## src/spc_consts.svh

```systemverilog
// Named constants shared by the supply protection and state control design.
`ifndef SPC_CONSTS_SVH
`define SPC_CONSTS_SVH

// Widths of setpoints, fault and mask registers, slot indices and error codes; slot count and synchroniser depth.
`define SPC_VAL_W   16
`define SPC_FLT_W   8
`define SPC_SLOTS   16
`define SPC_SLOT_W  4
`define SPC_ERR_W   4
`define SPC_SYNC_N  2

// Error codes reported after a refused command.
`define SPC_ERR_NONE    4'h0
`define SPC_ERR_EXCEED  4'h6
`define SPC_ERR_BADLIM  4'h7

// Reset values of settings and soft limits.
`define SPC_VSET_RST  16'h0000
`define SPC_ISET_RST  16'h0000
`define SPC_MASK_RST  8'h00
`define SPC_LIM_RST   16'hFFFF

`endif

```

## src/spc_pkg.sv

```systemverilog
// Types shared by the supply protection and state control design.
package spc_pkg;
  `include "spc_consts.svh"

  // Device commands after parsing; the bus transport sits outside this block.
  typedef enum logic [4:0] {
    CMD_NOP,
    CMD_VOLTAGE_SET,
    CMD_CURRENT_SET,
    CMD_VOLTAGE_SOFT_LIMIT,
    CMD_CURRENT_SOFT_LIMIT,
    CMD_CURRENT_MODE_FOLDBACK_ON,
    CMD_VOLTAGE_MODE_FOLDBACK_ON,
    CMD_FOLDBACK_DISABLE,
    CMD_MASK_SET,
    CMD_HOLD_ON,
    CMD_HOLD_OFF,
    CMD_TRIGGER,
    CMD_TRIGGER_SHORT,
    CMD_STATE_STORE,
    CMD_STATE_RECALL,
    CMD_CLEAR,
    CMD_OUTPUT_ON,
    CMD_OUTPUT_OFF,
    CMD_OVERVOLTAGE_LEVEL_QUERY,
    CMD_OVERVOLTAGE_RESET
  } cmd_op_t;

  typedef enum logic [1:0] {
    FOLD_NONE,
    FOLD_CURRENT,
    FOLD_VOLTAGE
  } fold_t;

  typedef enum logic {
    ST_IDLE,
    ST_RECALL
  } seq_state_t;

  typedef struct packed {
    cmd_op_t                 op;
    logic [`SPC_VAL_W-1:0]   value;
    logic [`SPC_SLOT_W-1:0]  slot;
  } cmd_t;

  // One machine state: the dual-rank settings.
  typedef struct packed {
    logic [`SPC_VAL_W-1:0]  vset;
    logic [`SPC_VAL_W-1:0]  iset;
    fold_t                  fold;
    logic [`SPC_FLT_W-1:0]  mask;
  } mach_state_t;
endpackage : spc_pkg

```

## src/supply_protection_state_control.sv

```systemverilog
// Command-driven protection, hold mode and machine-state control of a power supply.
`include "spc_consts.svh"
module supply_protection_state_control (
  input  wire logic                    clk_i,
  input  wire logic                    rst_n_i,
  input  wire logic                    cmd_valid_i,
  input  wire spc_pkg::cmd_t           cmd_i,
  output logic                         cmd_ready_o,
  input  wire logic                    group_trigger_i,
  input  wire logic [`SPC_VAL_W-1:0]   meas_voltage_i,
  input  wire logic [`SPC_VAL_W-1:0]   meas_current_i,
  input  wire logic                    constant_current_operation_i,
  input  wire logic                    constant_voltage_operation_i,
  input  wire logic [`SPC_VAL_W-1:0]   overvoltage_level_i,
  input  wire logic                    overvoltage_trip_pin_i,
  input  wire logic                    remote_inhibit_input_i,
  input  wire logic [`SPC_FLT_W-1:0]   fault_cond_i,
  input  wire logic                    fault_clear_i,
  output logic [`SPC_VAL_W-1:0]        vset_o,
  output logic [`SPC_VAL_W-1:0]        iset_o,
  output spc_pkg::fold_t               fold_o,
  output logic [`SPC_FLT_W-1:0]        mask_o,
  output logic [`SPC_VAL_W-1:0]        volt_limit_o,
  output logic [`SPC_VAL_W-1:0]        curr_limit_o,
  output logic                         hold_o,
  output logic                         output_enable_o,
  output logic                         tripped_o,
  output logic                         foldback_tripped_o,
  output logic                         level_resp_valid_o,
  output logic [`SPC_VAL_W-1:0]        level_resp_o,
  output logic                         prog_error_o,
  output logic [`SPC_ERR_W-1:0]        error_code_o,
  output logic [`SPC_FLT_W-1:0]        fault_reg_o,
  output logic                         fault_indicator_output_o
);
  import spc_pkg::*;

  // Any of the three trigger sources asks for the same rank copy.
  function automatic logic is_trigger(input cmd_op_t op);
    is_trigger = (op == CMD_TRIGGER) || (op == CMD_TRIGGER_SHORT);
  endfunction : is_trigger

  localparam mach_state_t STATE_RST = '{
    vset: `SPC_VSET_RST,
    iset: `SPC_ISET_RST,
    fold: FOLD_NONE,
    mask: `SPC_MASK_RST
  };

  seq_state_t                state_r;
  mach_state_t               act_r;
  mach_state_t               buf_r;
  mach_state_t               buf_nxt;
  mach_state_t               mem_rdata;
  logic                      hold_r;
  logic                      out_on_r;
  logic                      out_en_r;
  logic                      tripped_r;
  logic                      fold_trip_r;
  logic                      fold_hit;
  logic [`SPC_VAL_W-1:0]     volt_lim_r;
  logic [`SPC_VAL_W-1:0]     curr_lim_r;
  logic                      resp_valid_r;
  logic [`SPC_VAL_W-1:0]     level_r;
  logic                      prog_err_r;
  logic [`SPC_ERR_W-1:0]     err_code_r;
  logic [`SPC_FLT_W-1:0]     fault_r;
  logic                      fault_ind_r;
  logic [1:0]                pin_raw;
  logic [1:0]                pin_s;
  logic                      take;
  logic                      trig;
  logic                      do_clear;
  logic                      exceed_hit;
  logic                      badlim_hit;
  logic                      ov_s;
  logic                      inh_s;

  // Commands are taken only while no recall is in flight.
  assign cmd_ready_o = (state_r == ST_IDLE);
  assign take        = cmd_valid_i && cmd_ready_o;
  assign do_clear    = take && (cmd_i.op == CMD_CLEAR);
  assign trig        = group_trigger_i || (take && is_trigger(cmd_i.op));

  // Pin inputs pass two flip-flops before any logic looks at them.
  assign pin_raw = {remote_inhibit_input_i, overvoltage_trip_pin_i};
  generate
    for (genvar g = 0; g < 2; g++) begin : g_sync
      logic [`SPC_SYNC_N-1:0] sync_r;
      always_ff @(posedge clk_i) begin
        if (!rst_n_i) begin
          sync_r <= '0;
        end else begin
          sync_r <= {sync_r[0], pin_raw[g]};
        end
      end
      assign pin_s[g] = sync_r[`SPC_SYNC_N-1];
    end
  endgenerate
  assign ov_s  = pin_s[0];
  assign inh_s = pin_s[1];

  // Soft-limit checks against requested setpoints and the present operating point.
  assign exceed_hit = take && (((cmd_i.op == CMD_VOLTAGE_SET) && (cmd_i.value > volt_lim_r)) ||
                               ((cmd_i.op == CMD_CURRENT_SET) && (cmd_i.value > curr_lim_r)));
  assign badlim_hit = take &&
    (((cmd_i.op == CMD_VOLTAGE_SOFT_LIMIT) && (meas_voltage_i > cmd_i.value)) ||
     ((cmd_i.op == CMD_CURRENT_SOFT_LIMIT) && (meas_current_i > cmd_i.value)));

  // First-rank next value; a refused setpoint leaves the rank untouched.
  always_comb begin
    buf_nxt = buf_r;
    if (state_r == ST_RECALL) begin
      buf_nxt = mem_rdata;
    end else if (take && !exceed_hit) begin
      case (cmd_i.op)
        CMD_VOLTAGE_SET:              buf_nxt.vset = cmd_i.value;
        CMD_CURRENT_SET:              buf_nxt.iset = cmd_i.value;
        CMD_CURRENT_MODE_FOLDBACK_ON: buf_nxt.fold = FOLD_CURRENT;
        CMD_VOLTAGE_MODE_FOLDBACK_ON: buf_nxt.fold = FOLD_VOLTAGE;
        CMD_FOLDBACK_DISABLE:         buf_nxt.fold = FOLD_NONE;
        CMD_MASK_SET:                 buf_nxt.mask = cmd_i.value[`SPC_FLT_W-1:0];
        default:                      buf_nxt = buf_r;
      endcase
    end
  end

  // Sequencer: a recall waits one cycle for the registered slot read.
  always_ff @(posedge clk_i) begin
    if (!rst_n_i) begin
      state_r <= ST_IDLE;
    end else begin
      case (state_r)
        ST_IDLE:   state_r <= (take && (cmd_i.op == CMD_STATE_RECALL)) ? ST_RECALL : ST_IDLE;
        ST_RECALL: state_r <= ST_IDLE;
        default:   state_r <= ST_IDLE;
      endcase
    end
  end

  // First rank takes every accepted value, in hold or not; clear restores defaults.
  always_ff @(posedge clk_i) begin
    if (!rst_n_i || do_clear) begin
      buf_r <= STATE_RST;
    end else begin
      buf_r <= buf_nxt;
    end
  end

  // Active rank follows directly outside hold, otherwise only on trigger or recall.
  always_ff @(posedge clk_i) begin
    if (!rst_n_i || do_clear) begin
      act_r <= STATE_RST;
    end else if (trig || !hold_r || (state_r == ST_RECALL)) begin
      act_r <= buf_nxt;
    end
  end

  // Hold mode flag; clear leaves hold off.
  always_ff @(posedge clk_i) begin
    if (!rst_n_i || do_clear) begin
      hold_r <= 1'b0;
    end else if (take && (cmd_i.op == CMD_HOLD_ON)) begin
      hold_r <= 1'b1;
    end else if (take && (cmd_i.op == CMD_HOLD_OFF)) begin
      hold_r <= 1'b0;
    end
  end

  // Soft limits have no other writer, so they outlive any controlling program.
  always_ff @(posedge clk_i) begin
    if (!rst_n_i) begin
      volt_lim_r <= `SPC_LIM_RST;
      curr_lim_r <= `SPC_LIM_RST;
    end else if (take && !badlim_hit) begin
      if (cmd_i.op == CMD_VOLTAGE_SOFT_LIMIT) begin
        volt_lim_r <= cmd_i.value;
      end
      if (cmd_i.op == CMD_CURRENT_SOFT_LIMIT) begin
        curr_lim_r <= cmd_i.value;
      end
    end
  end

  // Programming error flag and code; the flag stays until a clear command.
  always_ff @(posedge clk_i) begin
    if (!rst_n_i || do_clear) begin
      prog_err_r <= 1'b0;
      err_code_r <= `SPC_ERR_NONE;
    end else if (exceed_hit) begin
      prog_err_r <= 1'b1;
      err_code_r <= `SPC_ERR_EXCEED;
    end else if (badlim_hit) begin
      prog_err_r <= 1'b1;
      err_code_r <= `SPC_ERR_BADLIM;
    end
  end

  // Overvoltage latch; a live trip outranks the reset command.
  always_ff @(posedge clk_i) begin
    if (!rst_n_i) begin
      tripped_r <= 1'b0;
    end else if (ov_s) begin
      tripped_r <= 1'b1;
    end else if (take && (cmd_i.op == CMD_OVERVOLTAGE_RESET)) begin
      tripped_r <= 1'b0;
    end
  end

  // Foldback trips on the mode chosen in the active rank.
  assign fold_hit = ((act_r.fold == FOLD_CURRENT) && constant_current_operation_i) ||
                    ((act_r.fold == FOLD_VOLTAGE) && constant_voltage_operation_i);
  always_ff @(posedge clk_i) begin
    if (!rst_n_i) begin
      fold_trip_r <= 1'b0;
    end else if (fold_hit) begin
      fold_trip_r <= 1'b1;
    end else if (take && (cmd_i.op == CMD_OVERVOLTAGE_RESET)) begin
      fold_trip_r <= 1'b0;
    end
  end

  // Output on or off request; kept apart from the stored state.
  always_ff @(posedge clk_i) begin
    if (!rst_n_i) begin
      out_on_r <= 1'b1;
    end else if (take && (cmd_i.op == CMD_OUTPUT_OFF)) begin
      out_on_r <= 1'b0;
    end else if (take && (cmd_i.op == CMD_OUTPUT_ON)) begin
      out_on_r <= 1'b1;
    end
  end

  // The fresh fold hit and the synchronised pins act directly, saving a cycle.
  always_ff @(posedge clk_i) begin
    if (!rst_n_i) begin
      out_en_r <= 1'b0;
    end else begin
      out_en_r <= out_on_r && !tripped_r && !ov_s && !fold_trip_r && !fold_hit &&
                  !inh_s;
    end
  end

  // Overvoltage level answer, one cycle after the query.
  always_ff @(posedge clk_i) begin
    if (!rst_n_i) begin
      resp_valid_r <= 1'b0;
      level_r      <= '0;
    end else begin
      resp_valid_r <= take && (cmd_i.op == CMD_OVERVOLTAGE_LEVEL_QUERY);
      if (take && (cmd_i.op == CMD_OVERVOLTAGE_LEVEL_QUERY)) begin
        level_r <= overvoltage_level_i;
      end
    end
  end

  // Sticky fault bits; a new condition wins over a clear in the same cycle.
  always_ff @(posedge clk_i) begin
    if (!rst_n_i) begin
      fault_r     <= '0;
      fault_ind_r <= 1'b0;
    end else begin
      fault_r     <= (fault_r & ~{`SPC_FLT_W{fault_clear_i}}) | fault_cond_i;
      fault_ind_r <= |(fault_r & act_r.mask);
    end
  end

  // Store snapshots the active rank as taken; the output request is not part of it.
  state_slot_mem u_slots (
    .clk_i   (clk_i),
    .rst_n_i (rst_n_i),
    .wr_en_i (take && (cmd_i.op == CMD_STATE_STORE)),
    .rd_en_i (take && (cmd_i.op == CMD_STATE_RECALL)),
    .addr_i  (cmd_i.slot),
    .wdata_i (act_r),
    .rdata_o (mem_rdata)
  );

  assign vset_o                   = act_r.vset;
  assign iset_o                   = act_r.iset;
  assign fold_o                   = act_r.fold;
  assign mask_o                   = act_r.mask;
  assign volt_limit_o             = volt_lim_r;
  assign curr_limit_o             = curr_lim_r;
  assign hold_o                   = hold_r;
  assign output_enable_o          = out_en_r;
  assign tripped_o                = tripped_r;
  assign foldback_tripped_o       = fold_trip_r;
  assign level_resp_valid_o       = resp_valid_r;
  assign level_resp_o             = level_r;
  assign prog_error_o             = prog_err_r;
  assign error_code_o             = err_code_r;
  assign fault_reg_o              = fault_r;
  assign fault_indicator_output_o = fault_ind_r;

  // Checks on the protection and state logic.
  a_level_answer: assert property (@(posedge clk_i) disable iff (!rst_n_i)
    take && (cmd_i.op == CMD_OVERVOLTAGE_LEVEL_QUERY) |=>
      level_resp_valid_o && (level_resp_o == $past(overvoltage_level_i)))
    else $error("Overvoltage level answer missing or wrong.");

  a_trip_release: assert property (@(posedge clk_i) disable iff (!rst_n_i)
    take && (cmd_i.op == CMD_OVERVOLTAGE_RESET) && !ov_s |=> !tripped_o)
    else $error("Reset command did not clear the overvoltage trip.");

  a_current_fold: assert property (@(posedge clk_i) disable iff (!rst_n_i)
    (fold_o == FOLD_CURRENT) && constant_current_operation_i |=> !output_enable_o [*2])
    else $error("Current-mode foldback left the output enabled.");

  a_voltage_fold: assert property (@(posedge clk_i) disable iff (!rst_n_i)
    (fold_o == FOLD_VOLTAGE) && constant_voltage_operation_i |=> foldback_tripped_o)
    else $error("Voltage-mode foldback did not trip.");

  a_foldback_disable: assert property (@(posedge clk_i) disable iff (!rst_n_i)
    take && (cmd_i.op == CMD_FOLDBACK_DISABLE) && !hold_r |=> fold_o == FOLD_NONE)
    else $error("Foldback disable did not take effect.");

  a_limit_refuse: assert property (@(posedge clk_i) disable iff (!rst_n_i)
    badlim_hit |=> $stable(volt_limit_o) && $stable(curr_limit_o) &&
      (error_code_o == `SPC_ERR_BADLIM) && prog_error_o)
    else $error("Improper soft limit was not refused.");

  a_limit_accept: assert property (@(posedge clk_i) disable iff (!rst_n_i)
    take && (cmd_i.op == CMD_VOLTAGE_SOFT_LIMIT) && (meas_voltage_i <= cmd_i.value) |=>
      volt_limit_o == $past(cmd_i.value))
    else $error("Valid voltage soft limit was not accepted.");

  a_setpoint_reject: assert property (@(posedge clk_i) disable iff (!rst_n_i)
    exceed_hit |=> $stable(buf_r) && prog_error_o && (error_code_o == `SPC_ERR_EXCEED))
    else $error("Setpoint above soft limit was executed.");

  a_limit_hold: assert property (@(posedge clk_i) disable iff (!rst_n_i)
    !(take && ((cmd_i.op == CMD_VOLTAGE_SOFT_LIMIT) || (cmd_i.op == CMD_CURRENT_SOFT_LIMIT)))
      |=> $stable(volt_limit_o) && $stable(curr_limit_o))
    else $error("Soft limit changed without a limit command.");

  a_fault_pin: assert property (@(posedge clk_i) disable iff (!rst_n_i)
    (|(fault_cond_i & mask_o)) ##1 $stable(mask_o) |=> fault_indicator_output_o)
    else $error("Unmasked fault did not raise the fault indicator.");

  a_inhibit_off: assert property (@(posedge clk_i) disable iff (!rst_n_i)
    inh_s |=> !output_enable_o)
    else $error("Inhibit input did not disable the output.");

  a_hold_keep: assert property (@(posedge clk_i) disable iff (!rst_n_i)
    hold_r && !trig && (state_r == ST_IDLE) && !do_clear |=> $stable(act_r))
    else $error("Active settings changed during hold mode.");

  a_trigger_copy: assert property (@(posedge clk_i) disable iff (!rst_n_i)
    hold_r && trig && !do_clear |=> act_r == $past(buf_nxt))
    else $error("Trigger did not copy the first rank.");

  a_direct_write: assert property (@(posedge clk_i) disable iff (!rst_n_i)
    !hold_r && take && (cmd_i.op == CMD_VOLTAGE_SET) && !exceed_hit |=>
      vset_o == $past(cmd_i.value))
    else $error("Setpoint did not pass straight to the active rank.");

  a_recall_load: assert property (@(posedge clk_i) disable iff (!rst_n_i)
    state_r == ST_RECALL |=> (act_r == $past(mem_rdata)) && cmd_ready_o)
    else $error("Recall did not load the stored state.");
endmodule : supply_protection_state_control

```

## src/state_slot_mem.sv

```systemverilog
// Sixteen-slot store of machine states with a registered read port.
`include "spc_consts.svh"
module state_slot_mem (
  input  wire logic                    clk_i,
  input  wire logic                    rst_n_i,
  input  wire logic                    wr_en_i,
  input  wire logic                    rd_en_i,
  input  wire logic [`SPC_SLOT_W-1:0]  addr_i,
  input  wire spc_pkg::mach_state_t    wdata_i,
  output spc_pkg::mach_state_t         rdata_o
);
  import spc_pkg::*;

  mach_state_t mem_r [`SPC_SLOTS];
  mach_state_t rdata_r;

  // Slots carry no reset, so a clear or a reset never wipes stored states.
  always_ff @(posedge clk_i) begin
    if (wr_en_i) begin
      mem_r[addr_i] <= wdata_i;
    end
  end

  // Read data is registered and appears one cycle after the read enable.
  always_ff @(posedge clk_i) begin
    if (!rst_n_i) begin
      rdata_r <= '0;
    end else if (rd_en_i) begin
      rdata_r <= mem_r[addr_i];
    end
  end

  assign rdata_o = rdata_r;
endmodule : state_slot_mem

```

## config.mk

```make
export PLATFORM = sky130hd
export DESIGN_NAME = supply_protection_state_control
export DESIGN_NICKNAME = d
export VERILOG_FILES = /design/src/spc_pkg.sv /design/src/supply_protection_state_control.sv /design/src/state_slot_mem.sv
export VERILOG_INCLUDE_DIRS = /design/src
export SDC_FILE = /design/constraint.sdc
export NUM_CORES = 1
export LEC_CHECK = 0
export BUFFER_PORTS_ARGS = -buffer_cell sky130_fd_sc_hd__buf_2
export CORE_MARGIN = 8
export CORE_UTILIZATION = 40
export CTS_BUF_LIST = sky130_fd_sc_hd__clkbuf_2 sky130_fd_sc_hd__clkbuf_4 sky130_fd_sc_hd__clkbuf_8
export DETAILED_ROUTE_END_ITERATION = 10
export GPL_TIMING_DRIVEN = 0
export SLEW_MARGIN = 20
export SYNTH_ARGS = -nofsm -noshare
export SYNTH_HDL_FRONTEND = slang
export SYNTH_SLANG_ARGS = --single-unit
```

## constraint.sdc

```tcl
create_clock -name clk_i -period 8 [get_ports clk_i]
set_clock_uncertainty 0.1 [all_clocks]
set_input_delay 0.4 -clock clk_i [delete_from_list [all_inputs] [get_ports clk_i]]
set_output_delay 0.4 -clock clk_i [all_outputs]
set_load 0.01 [all_outputs]
```

==> results of run 1 <==
==> worst paths after layout <==
kind | end | slack, ns | cells past startpoint
min reg2reg | g_sync[1].sync_r[1]$_SDFF_PN0_ | 0.34 | 1
min | error_code_o[0]$_SDFFE_PP0P_ | 0.12 | 4
max | curr_limit_o[9]$_SDFFE_PN1P_ | 4.22 | 12
max reg2reg | u_slots.mem_r[8][22]$_DFFE_PP_ | 4.45 | 9
==> through the flow <==
step | setup WS [ns] | total power [uW] | utilization [%] | std cells | hold slack, ns
2_1_floorplan | 3.034 | 5157 | - | 2000 | 0.3119
3_3_place_gp | -1.230 | 5308 | 43.11 | 3336 | 0.3322
3_5_place_dp | 4.002 | 5318 | 44.40 | 3393 | 0.3236
4_1_cts | 4.373 | 9043 | 48.36 | 3707 | 0.02939
5_1_grt | 4.092 | 9261 | 48.37 | 3708 | 0.09340
6_report | 4.219 | 8959 | 48.37 | 3710 | 0.1234
==> registers in the layout, summed over array words and instances (netlist names), 4 cells and up <==
register	flops
g_sync.sync_r	4
mask_o	8
iset_o	16
volt_limit_o	16
level_resp_o	16
fault_reg_o	8
u_slots.rdata_o	42
vset_o	16
u_slots.mem_r	672
buf_r	42
curr_limit_o	16
==> area by class of cell <==
cell class	instances	area (um^2)
fillers	7085	43890
flip-flops and latches	869	24120
multi-input cells	959	9530
repair buffers	315	2608
clock buffers	202	2424
well taps	1144	1431
plain buffers	113	495.5
clock inverters	46	282.8
inverters	59	221.5
diodes	3	7.507
==> what timing repair did <==
item,4_1_cts,5_1_grt
setup buffers,0,0
hold buffers,66,0
hold endpoints to repair,57,0
resized for setup,0,0
==> cell families after synthesis <==
family                     Yosys count  synth area share [%]
and+or+nand+nor                    364                 4.934
muxes                              250                 14.97
DFF                                869                 70.42
AOI/OAI and AO/OA                  279                 5.216
buffers and inverters              172                 2.082
xor gates and xnor gates             1               0.02557
adders and majority gates           64                 2.338
other                                1               0.01095
==> power groups by stage <==
| stage | clock network, uW | logic, uW | registers (uW) |
|---|---|---|---|
| 3_5_place_dp | 0 | 370 | 4950 |
| 2_1_floorplan | 0 | 214 | 4940 |
| 3_3_place_gp | 0 | 362 | 4950 |
| 6_report | 3710 | 393 | 4850 |
| 4_1_cts | 3790 | 396 | 4850 |
| 5_1_grt | 3980 | 424 | 4850 |
==> layer usage <==
layer  track usage (%)  share of wire [%]  vias to the layer above
met5                 0                  0                        -
met4             6.386                2.5                        0
met3             4.594                7.9                      157
met2             32.71                 48                      895
met1             25.97                 41                    10430
li1                  -                  -                     8846
==> cell usage in the layout, fill, tap and decap left out, drive strengths merged, types with 21 or more instances in the layout <==
master,Yosys,layout
edfxtp,672,672
clkbuf,82,284
buf,31,280
mux4,210,210
dfxtp,197,197
nand2,177,177
a21oi,114,114
dlygate4sd3,0,66
nor2,66,66
inv,58,65
ha,64,64
mux2i,40,40
o21ai,39,39
o211ai,36,36
clkinv,1,33
nand2b,23,23
and3,21,21
==> tightest hold or removal path: cells and delay by family <==
| kind | cells | cell delay, ns |
|---|---|---|
| and+or+nand+nor | 1 | 0.14 |
| buffers and inverters | 1 | 0.13 |
| AOI/OAI and AO/OA | 2 | 0.29 |
==> results, run 1 <==
- Clock latency on the worst-skew pair, taken at its later pin, is 0.80 ns.
- The net switching power figure is 1980 uW.
- The sum of routed wire length over all layers is 95.06 mm.
- The clock tree from TritonCTS is built.
- The netlist area before placement is 34260 um^2.
- Data on the critical path is required at its endpoint by 8.58 ns.
- The buffer depth of the longest clock path is 3.
- Global routing used 19.81% of the available tracks across all layers.
- VDD sags by at most 0.1300 mV.
- The combinational group share of total power is 4.4%.
- The share of async-settable or async-resettable flops after synthesis is 0%.
- The worst setup path is launched from an input port.
- The starting density of the core is 40.30%.
- The flow ran to the end, and the final reports show no timing, DRC or antenna violations.
- The top achievable clock speed is 264.5 MHz.
- The final-report hold violation count is 0.
- The number of different library cells used by synthesis comes to 61.
- Pin placement for this block handled 200 I/O pins.
- The root buffer cell chosen for the clock tree is clkbuf_8.
- The clock transition at the registers of the reported paths is 0.06 ns.
- The synthesized netlist cell count is 2000.
- In the final design database the tool counted 2608 nets.
- The critical path launch point is cmd_i[15].
- The count of flip-flops with a built-in enable after synthesis is 672.
- The H-tree was split into 4 levels.
- In the final layout, the share of cells above drive strength 1 is 28.83%.
- The count of unresolved DRC violations after routing is 0.
- The area of the core is 85010 um^2.
- For the final routed database, the setup TNS stands at 0 ns.
- The category of cells accounting for the largest share of critical-path delay is buffers and inverters.
- The global placer's final weighted congestion is 0.8850.
- Walking the worst path, the cells encountered are dlygate4sd3_1 > buf_2 > inv_1 > ha_1 > and4_1 > and3_1 > a221oi_1 > nand3_1 > a21oi_1 > clkbuf_1 > o211ai_1 > dlygate4sd3_1.
- In this run the tool buffered the top-level ports with 192 buffer cells.
- The critical path in this run is classified as input port to flip-flop.
- The number of rows created at floorplan is 107.
- Max-cap violations in this run came to 0.
- The critical path buffer and inverter count is 5.
- The min-delay analysis places its worst path in the category input port to flip-flop.
- The sequential share of the synthesized area is 70.42%.
- The nature of the critical path endpoint is a flip-flop.
- The startpoint of the worst hold path is cmd_i[24].
- Entering global routing, the biggest net connects 21 pins.
- The finished cells cover 41120 um^2.
- The worst path uses 47.26% of the clock period.
- Net switching is 22.10% of the power.
- The cell-internal power is 6978 uW.
- The initial antenna violation count is 3.
- The cell type contributing the most total cell area after synthesis is edfxtp_1.
- The DRC marker count from the first detailed-route iteration is 1836.
- The die footprint is 95260 um^2.
- The number of slew-limit violations in the final report is 0.
- The die is 308.6 um tall.
- The final route contains 20330 vias.
- Headroom to the max-slew limit came out at 23.97%.
- The number of global-route vias before repair came to 21140.
- For this design the ratio of total power to cell area is 217.8 nW/um^2.
- The peak fanout along the critical path is 10.
- Setup repair after global routing left no endpoint under its margin.
- For this run, the slowest stage of the critical path takes 0.60 ns.
- Sequential cells burn 54.2% of the power.
- After global routing the overflow that remains totals 0.
- The top flip-flop cell by instance count after synthesis is edfxtp_1.
- By instance count, the leading cell after synthesis is edfxtp_1.
- The floorplan step set the die width to 308.6 um.
- The routed wirelength normalized by instance count is 25.62 um.
- The total iterations of the first detailed-routing run is 6.
- The first global-routing pass estimated 139.5 mm of wire.
- In this run the cell area measured after placement is 37750 um^2.
- By area the synthesized netlist is led by edfxtp_1, mux4_2, dfxtp_1, ha_1, nand2_1.
- The number of clock buffers inserted by TritonCTS is 137.
- The leakage component of the power is 0.01329 uW.
- The synthesis-to-layout area growth is 20.04%.
- Of the post-synthesis cell area, the dominant cell type holds 58.91%.
- Setup violations remaining at the end of the flow were counted as 0.
- The routed design could run at a clock period as short as 3.781 ns.
- The most repeated library cell on the critical path is dlygate4sd3_1.
- For this design, the slowest cell found on the critical path is dlygate4sd3_1.
- The HPWL after detailed placement is 66.70 mm.
- The data arrival at the endpoint of the critical path is 4.36 ns.
- After synthesis, the mean cell area works out to 17.13 um^2.
- In the synthesized netlist, the cells that appear most often are edfxtp_1, mux4_2, dfxtp_1, nand2_1, a21oi_1.
- The startpoint identified for the worst register-to-register timing path is state_r$_SDFF_PP0_.
- The clock sink count is 869.
- The number of routed nets with antenna violations is 0.
- The via-per-instance ratio is 5.480.
- After synthesis the netlist holds a flip-flop and latch count of 869.
- The clock network burns 41.4% of the power.
- Yosys printed 0 warnings.
- Counting every net in the synthesized netlist gives 2154.
- The actual transition at the worst max-transition pin is 1.141 ns.
(Power assumes the default switching activity.)
==> inputs of run 2 (changes only) <==
Clock period 8 ns to 3.2 ns, I/O delays scaled along.
==> run 2 against run 1 <==
Compared with the run above:
- final area is 2.1% higher
- non-clock buffer count is 48 higher
- combinational power grew to 2.6 times the previous value
- clock-buffer cell count is 11 higher
==> results, run 2 (synthesized netlist as in run 1, its figures left out) <==
- The die height was 308.6 um (unchanged).
- The H-tree depth was 4 (unchanged).
- The number of port buffers is 192 (unchanged).
- The data arrival at the endpoint of the critical path came to 3.43 ns (was 4.36 ns).
- The fraction of final layout cells with drive strength greater than 1 is 29.91% (was 28.83%).
- The required time of the critical path is 3.55 ns (was 8.58 ns).
- The leakage component of the power is 0.01371 uW (was 0.01329 uW).
- The total iterations of the first detailed-routing run is 5 (was 6).
- The worst hold path depth is 7 (was 4).
- The actual transition at the worst max-transition pin came to 1.185 ns (was 1.141 ns).
- The pin count of the biggest net entering global routing is 21 (unchanged).
- The total congestion overflow after global routing is 0 (unchanged).
- Most used cells in the layout excluding fill and tap cells: edfxtp_1, buf_2, mux4_2, dfxtp_1, nand2_1 (unchanged).
- The terminus of the critical flop-to-flop path was u_slots.mem_r[8][20]$_DFFE_PP_ (was u_slots.mem_r[8][22]$_DFFE_PP_).
- The register area is 24120 um^2 (unchanged).
- The number of flip-flops in the largest register is 672 (unchanged).
- The finished layout cell area is 41990 um^2 (was 41120 um^2).
- The largest voltage drop on the vdd net came to 0.2616 mV (was 0.1300 mV).
- The share of the clock period used by the worst path after layout is 96.16%.
- Outcome: finished clean (unchanged).
- The number of slew-limit violations in the final report is 0 (unchanged).
- The clock sink count was 869 (unchanged).
- The number of maximum-capacitance constraint violations came to 0 (unchanged).
- The routed wirelength normalized by instance count came to 25.63 um (was 25.62 um).
- The number of failing setup endpoints in the final timing report came to 0 (unchanged).
- The leading cell type in the layout, fill and taps excluded was edfxtp_1 (unchanged).
- The number of global-route vias before repair is 21400 (was 21140).
- The post-route non-filler standard cell count came to 3764 (was 3710).
- The overall power after layout was 22840 uW (was 8959 uW).
- The final total negative setup slack is 0 ns (unchanged).
- The number of cells after detailed placement was 3383 (was 3393).
- The nature of the critical path endpoint is a flip-flop (unchanged).
- The DRC marker count from the first detailed-route iteration is 1923 (was 1836).
- The synthesis-to-layout area growth is 22.57% (was 20.04%).
- The register bank with the most flops is u_slots.mem_r (unchanged).
- The starting density of the core is 40.30% (unchanged).
- The peak fanout along the critical path is 12 (was 10).
- The area of the core is 85010 um^2 (unchanged).
- The detailed-route via count came to 20830 (was 20330).
- The clock transition at the registers of the reported paths is 0.07 ns (was 0.06 ns).
- The number of filler cells placed in the layout is 7027 (was 7085).
- The top achievable clock speed is 325.0 MHz.
- The via-per-instance ratio is 5.533 (was 5.480).
- The worst max-slew margin expressed relative to the limit was 21.02% (was 23.97%).
- The initial antenna violation count is 5 (was 3).
- The die span in x is 308.6 um (unchanged).
- The areal power density over the cells is 544.0 nW/um^2 (was 217.8 nW/um^2).
- The setup slack of the most critical reg-to-reg path is 0.12 ns (was 4.45 ns).
- The clock tree from TritonCTS is built (unchanged).
- The hold-critical path endpoint is curr_limit_o[0]$_SDFFE_PN1P_ (was error_code_o[0]$_SDFFE_PP0P_).
- The number of rows created at floorplan is 107 (unchanged).
- The clock latency on the worst-skew pair is 0.79 ns (was 0.80 ns).
- The global placer's final weighted congestion is 0.8591 (was 0.8850).
- The number of routed nets with antenna violations is 0 (unchanged).
- The combined global-route utilization of all metal layers is 19.95% (was 19.81%).
- The global-route wire length before repair is 140.4 mm (was 139.5 mm).
- The die footprint is 95260 um^2 (unchanged).
- The final-report hold violation count is 0 (unchanged).
- The area of the multi-input gates was 9565 um^2 (was 9530 um^2).
- The class of the worst hold path is input port to flip-flop (unchanged).
- The startpoint of the worst hold path is meas_current_i[15] (was cmd_i[24]).
- The number of clock buffers inserted by TritonCTS is 140 (was 137).
- The I/O pin count is 200 (unchanged).
- The count of unresolved DRC violations after routing is 0 (unchanged).
- The time the worst path needs with I/O delays and setup is 3.077 ns.
- The sum of routed wire length over all layers is 96.45 mm (was 95.06 mm).
- The origin of the critical flop-to-flop path was state_r$_SDFF_PP0_ (unchanged).
- The path depth of the worst reg2reg path is 8 (was 9).
- The critical path launch point is state_r$_SDFF_PP0_ (was cmd_i[15]).
- The path type of the worst setup path is flip-flop to flip-flop (was input port to flip-flop).
- The startpoint kind of the worst setup timing path is a flip-flop (was input port).
- The cell at the root of the clock tree is clkbuf_8 (unchanged).
- Unrepaired setup endpoints after global routing: no (unchanged).
- The area of placed instances was 37860 um^2 (was 37750 um^2).
- The buffer depth of the longest clock path was 3 (unchanged).
- The final net count is 2659 (was 2608).
- The HPWL after detailed placement came to 66.31 mm (was 66.70 mm).
-- run 2: repair_timing --
| action | in CTS | in global routing |
|---|---|---|
| gates resized for setup | 0 | 2 |
| hold endpoints to repair | 136 | 0 |
| setup buffers | 35 | 0 |
| setup endpoints to repair | 265 | 55 |
| pin swaps | 15 | 0 |
| hold buffers | 88 | 0 |
-- run 2: worst max-delay path: stages (launching register included) --
cell and delay [ns]:
dfxtp_1 0.40, nor2b_2 0.28, and3_1 0.25, nand3_1 0.23, nor2_1 0.28, nand3b_1 0.40
nor3_4 0.39, buf_4 0.22, buf_8 0.19
-- run 2: how the worst max path moves through the flow --
stage / endpoint / slack, ns / depth (start not counted)
after global routing: cmd_ready_o / 0.04 / 4
after global placement: u_slots.mem_r[3][14]$_DFFE_PP_ / -3.75 / 5
final: u_slots.mem_r[8][20]$_DFFE_PP_ / 0.12 / 8
after detailed placement: u_slots.mem_r[1][14]$_DFFE_PP_ / -0.76 / 7
after floorplan: u_slots.mem_r[1][0]$_DFFE_PP_ / -0.49 / 5
after CTS: vset_o[5]$_SDFFE_PP0P_ / 0.11 / 9
-- run 2: metrics by stage --
stage | util (%) | worst slack, ns | hold slack [ns]
5_1_grt | 49.39 | 0.04341 | 0.05672
3_5_place_dp | 44.54 | -0.7621 | 0.2752
3_3_place_gp | 43.18 | -3.747 | 0.2630
6_report | 49.39 | 0.1230 | 0.09715
4_1_cts | 49.35 | 0.1108 | 0.002987
2_1_floorplan | - | -0.4947 | 0.1774
-- run 2: report_power, final --
part | switching, uW | leakage [uW] | total, uW | internal [uW]
logic | 591 | 0.00541 | 1020 | 428
registers | 57.5 | 0.00679 | 12100 | 12100
clock network | 4350 | 0.00152 | 9690 | 5340
total | 5000 | 0.0137 | 22800 | 17800
-- run 2: layout make-up --
cell class | count | area share (%)
well taps | 1144 | 3.409
plain buffers | 113 | 1.180
clock inverters | 42 | 0.7569
inverters | 59 | 0.5274
diodes | 2 | 0.01192
clock buffers | 213 | 6.058
repair buffers | 363 | 7.822
flip-flops and latches | 869 | 57.45
multi-input cells | 959 | 22.78
-- run 2: per-layer routing --
layer / GRT usage [%] / routed length (um) / up-vias
li1: - / - / 8937
met1: 26.79 / 40260 / 10800
met2: 32.49 / 46300 / 926
met3: 4.054 / 7133 / 160
met4: 6.734 / 2748 / 2
met5: 0 / 10 / -
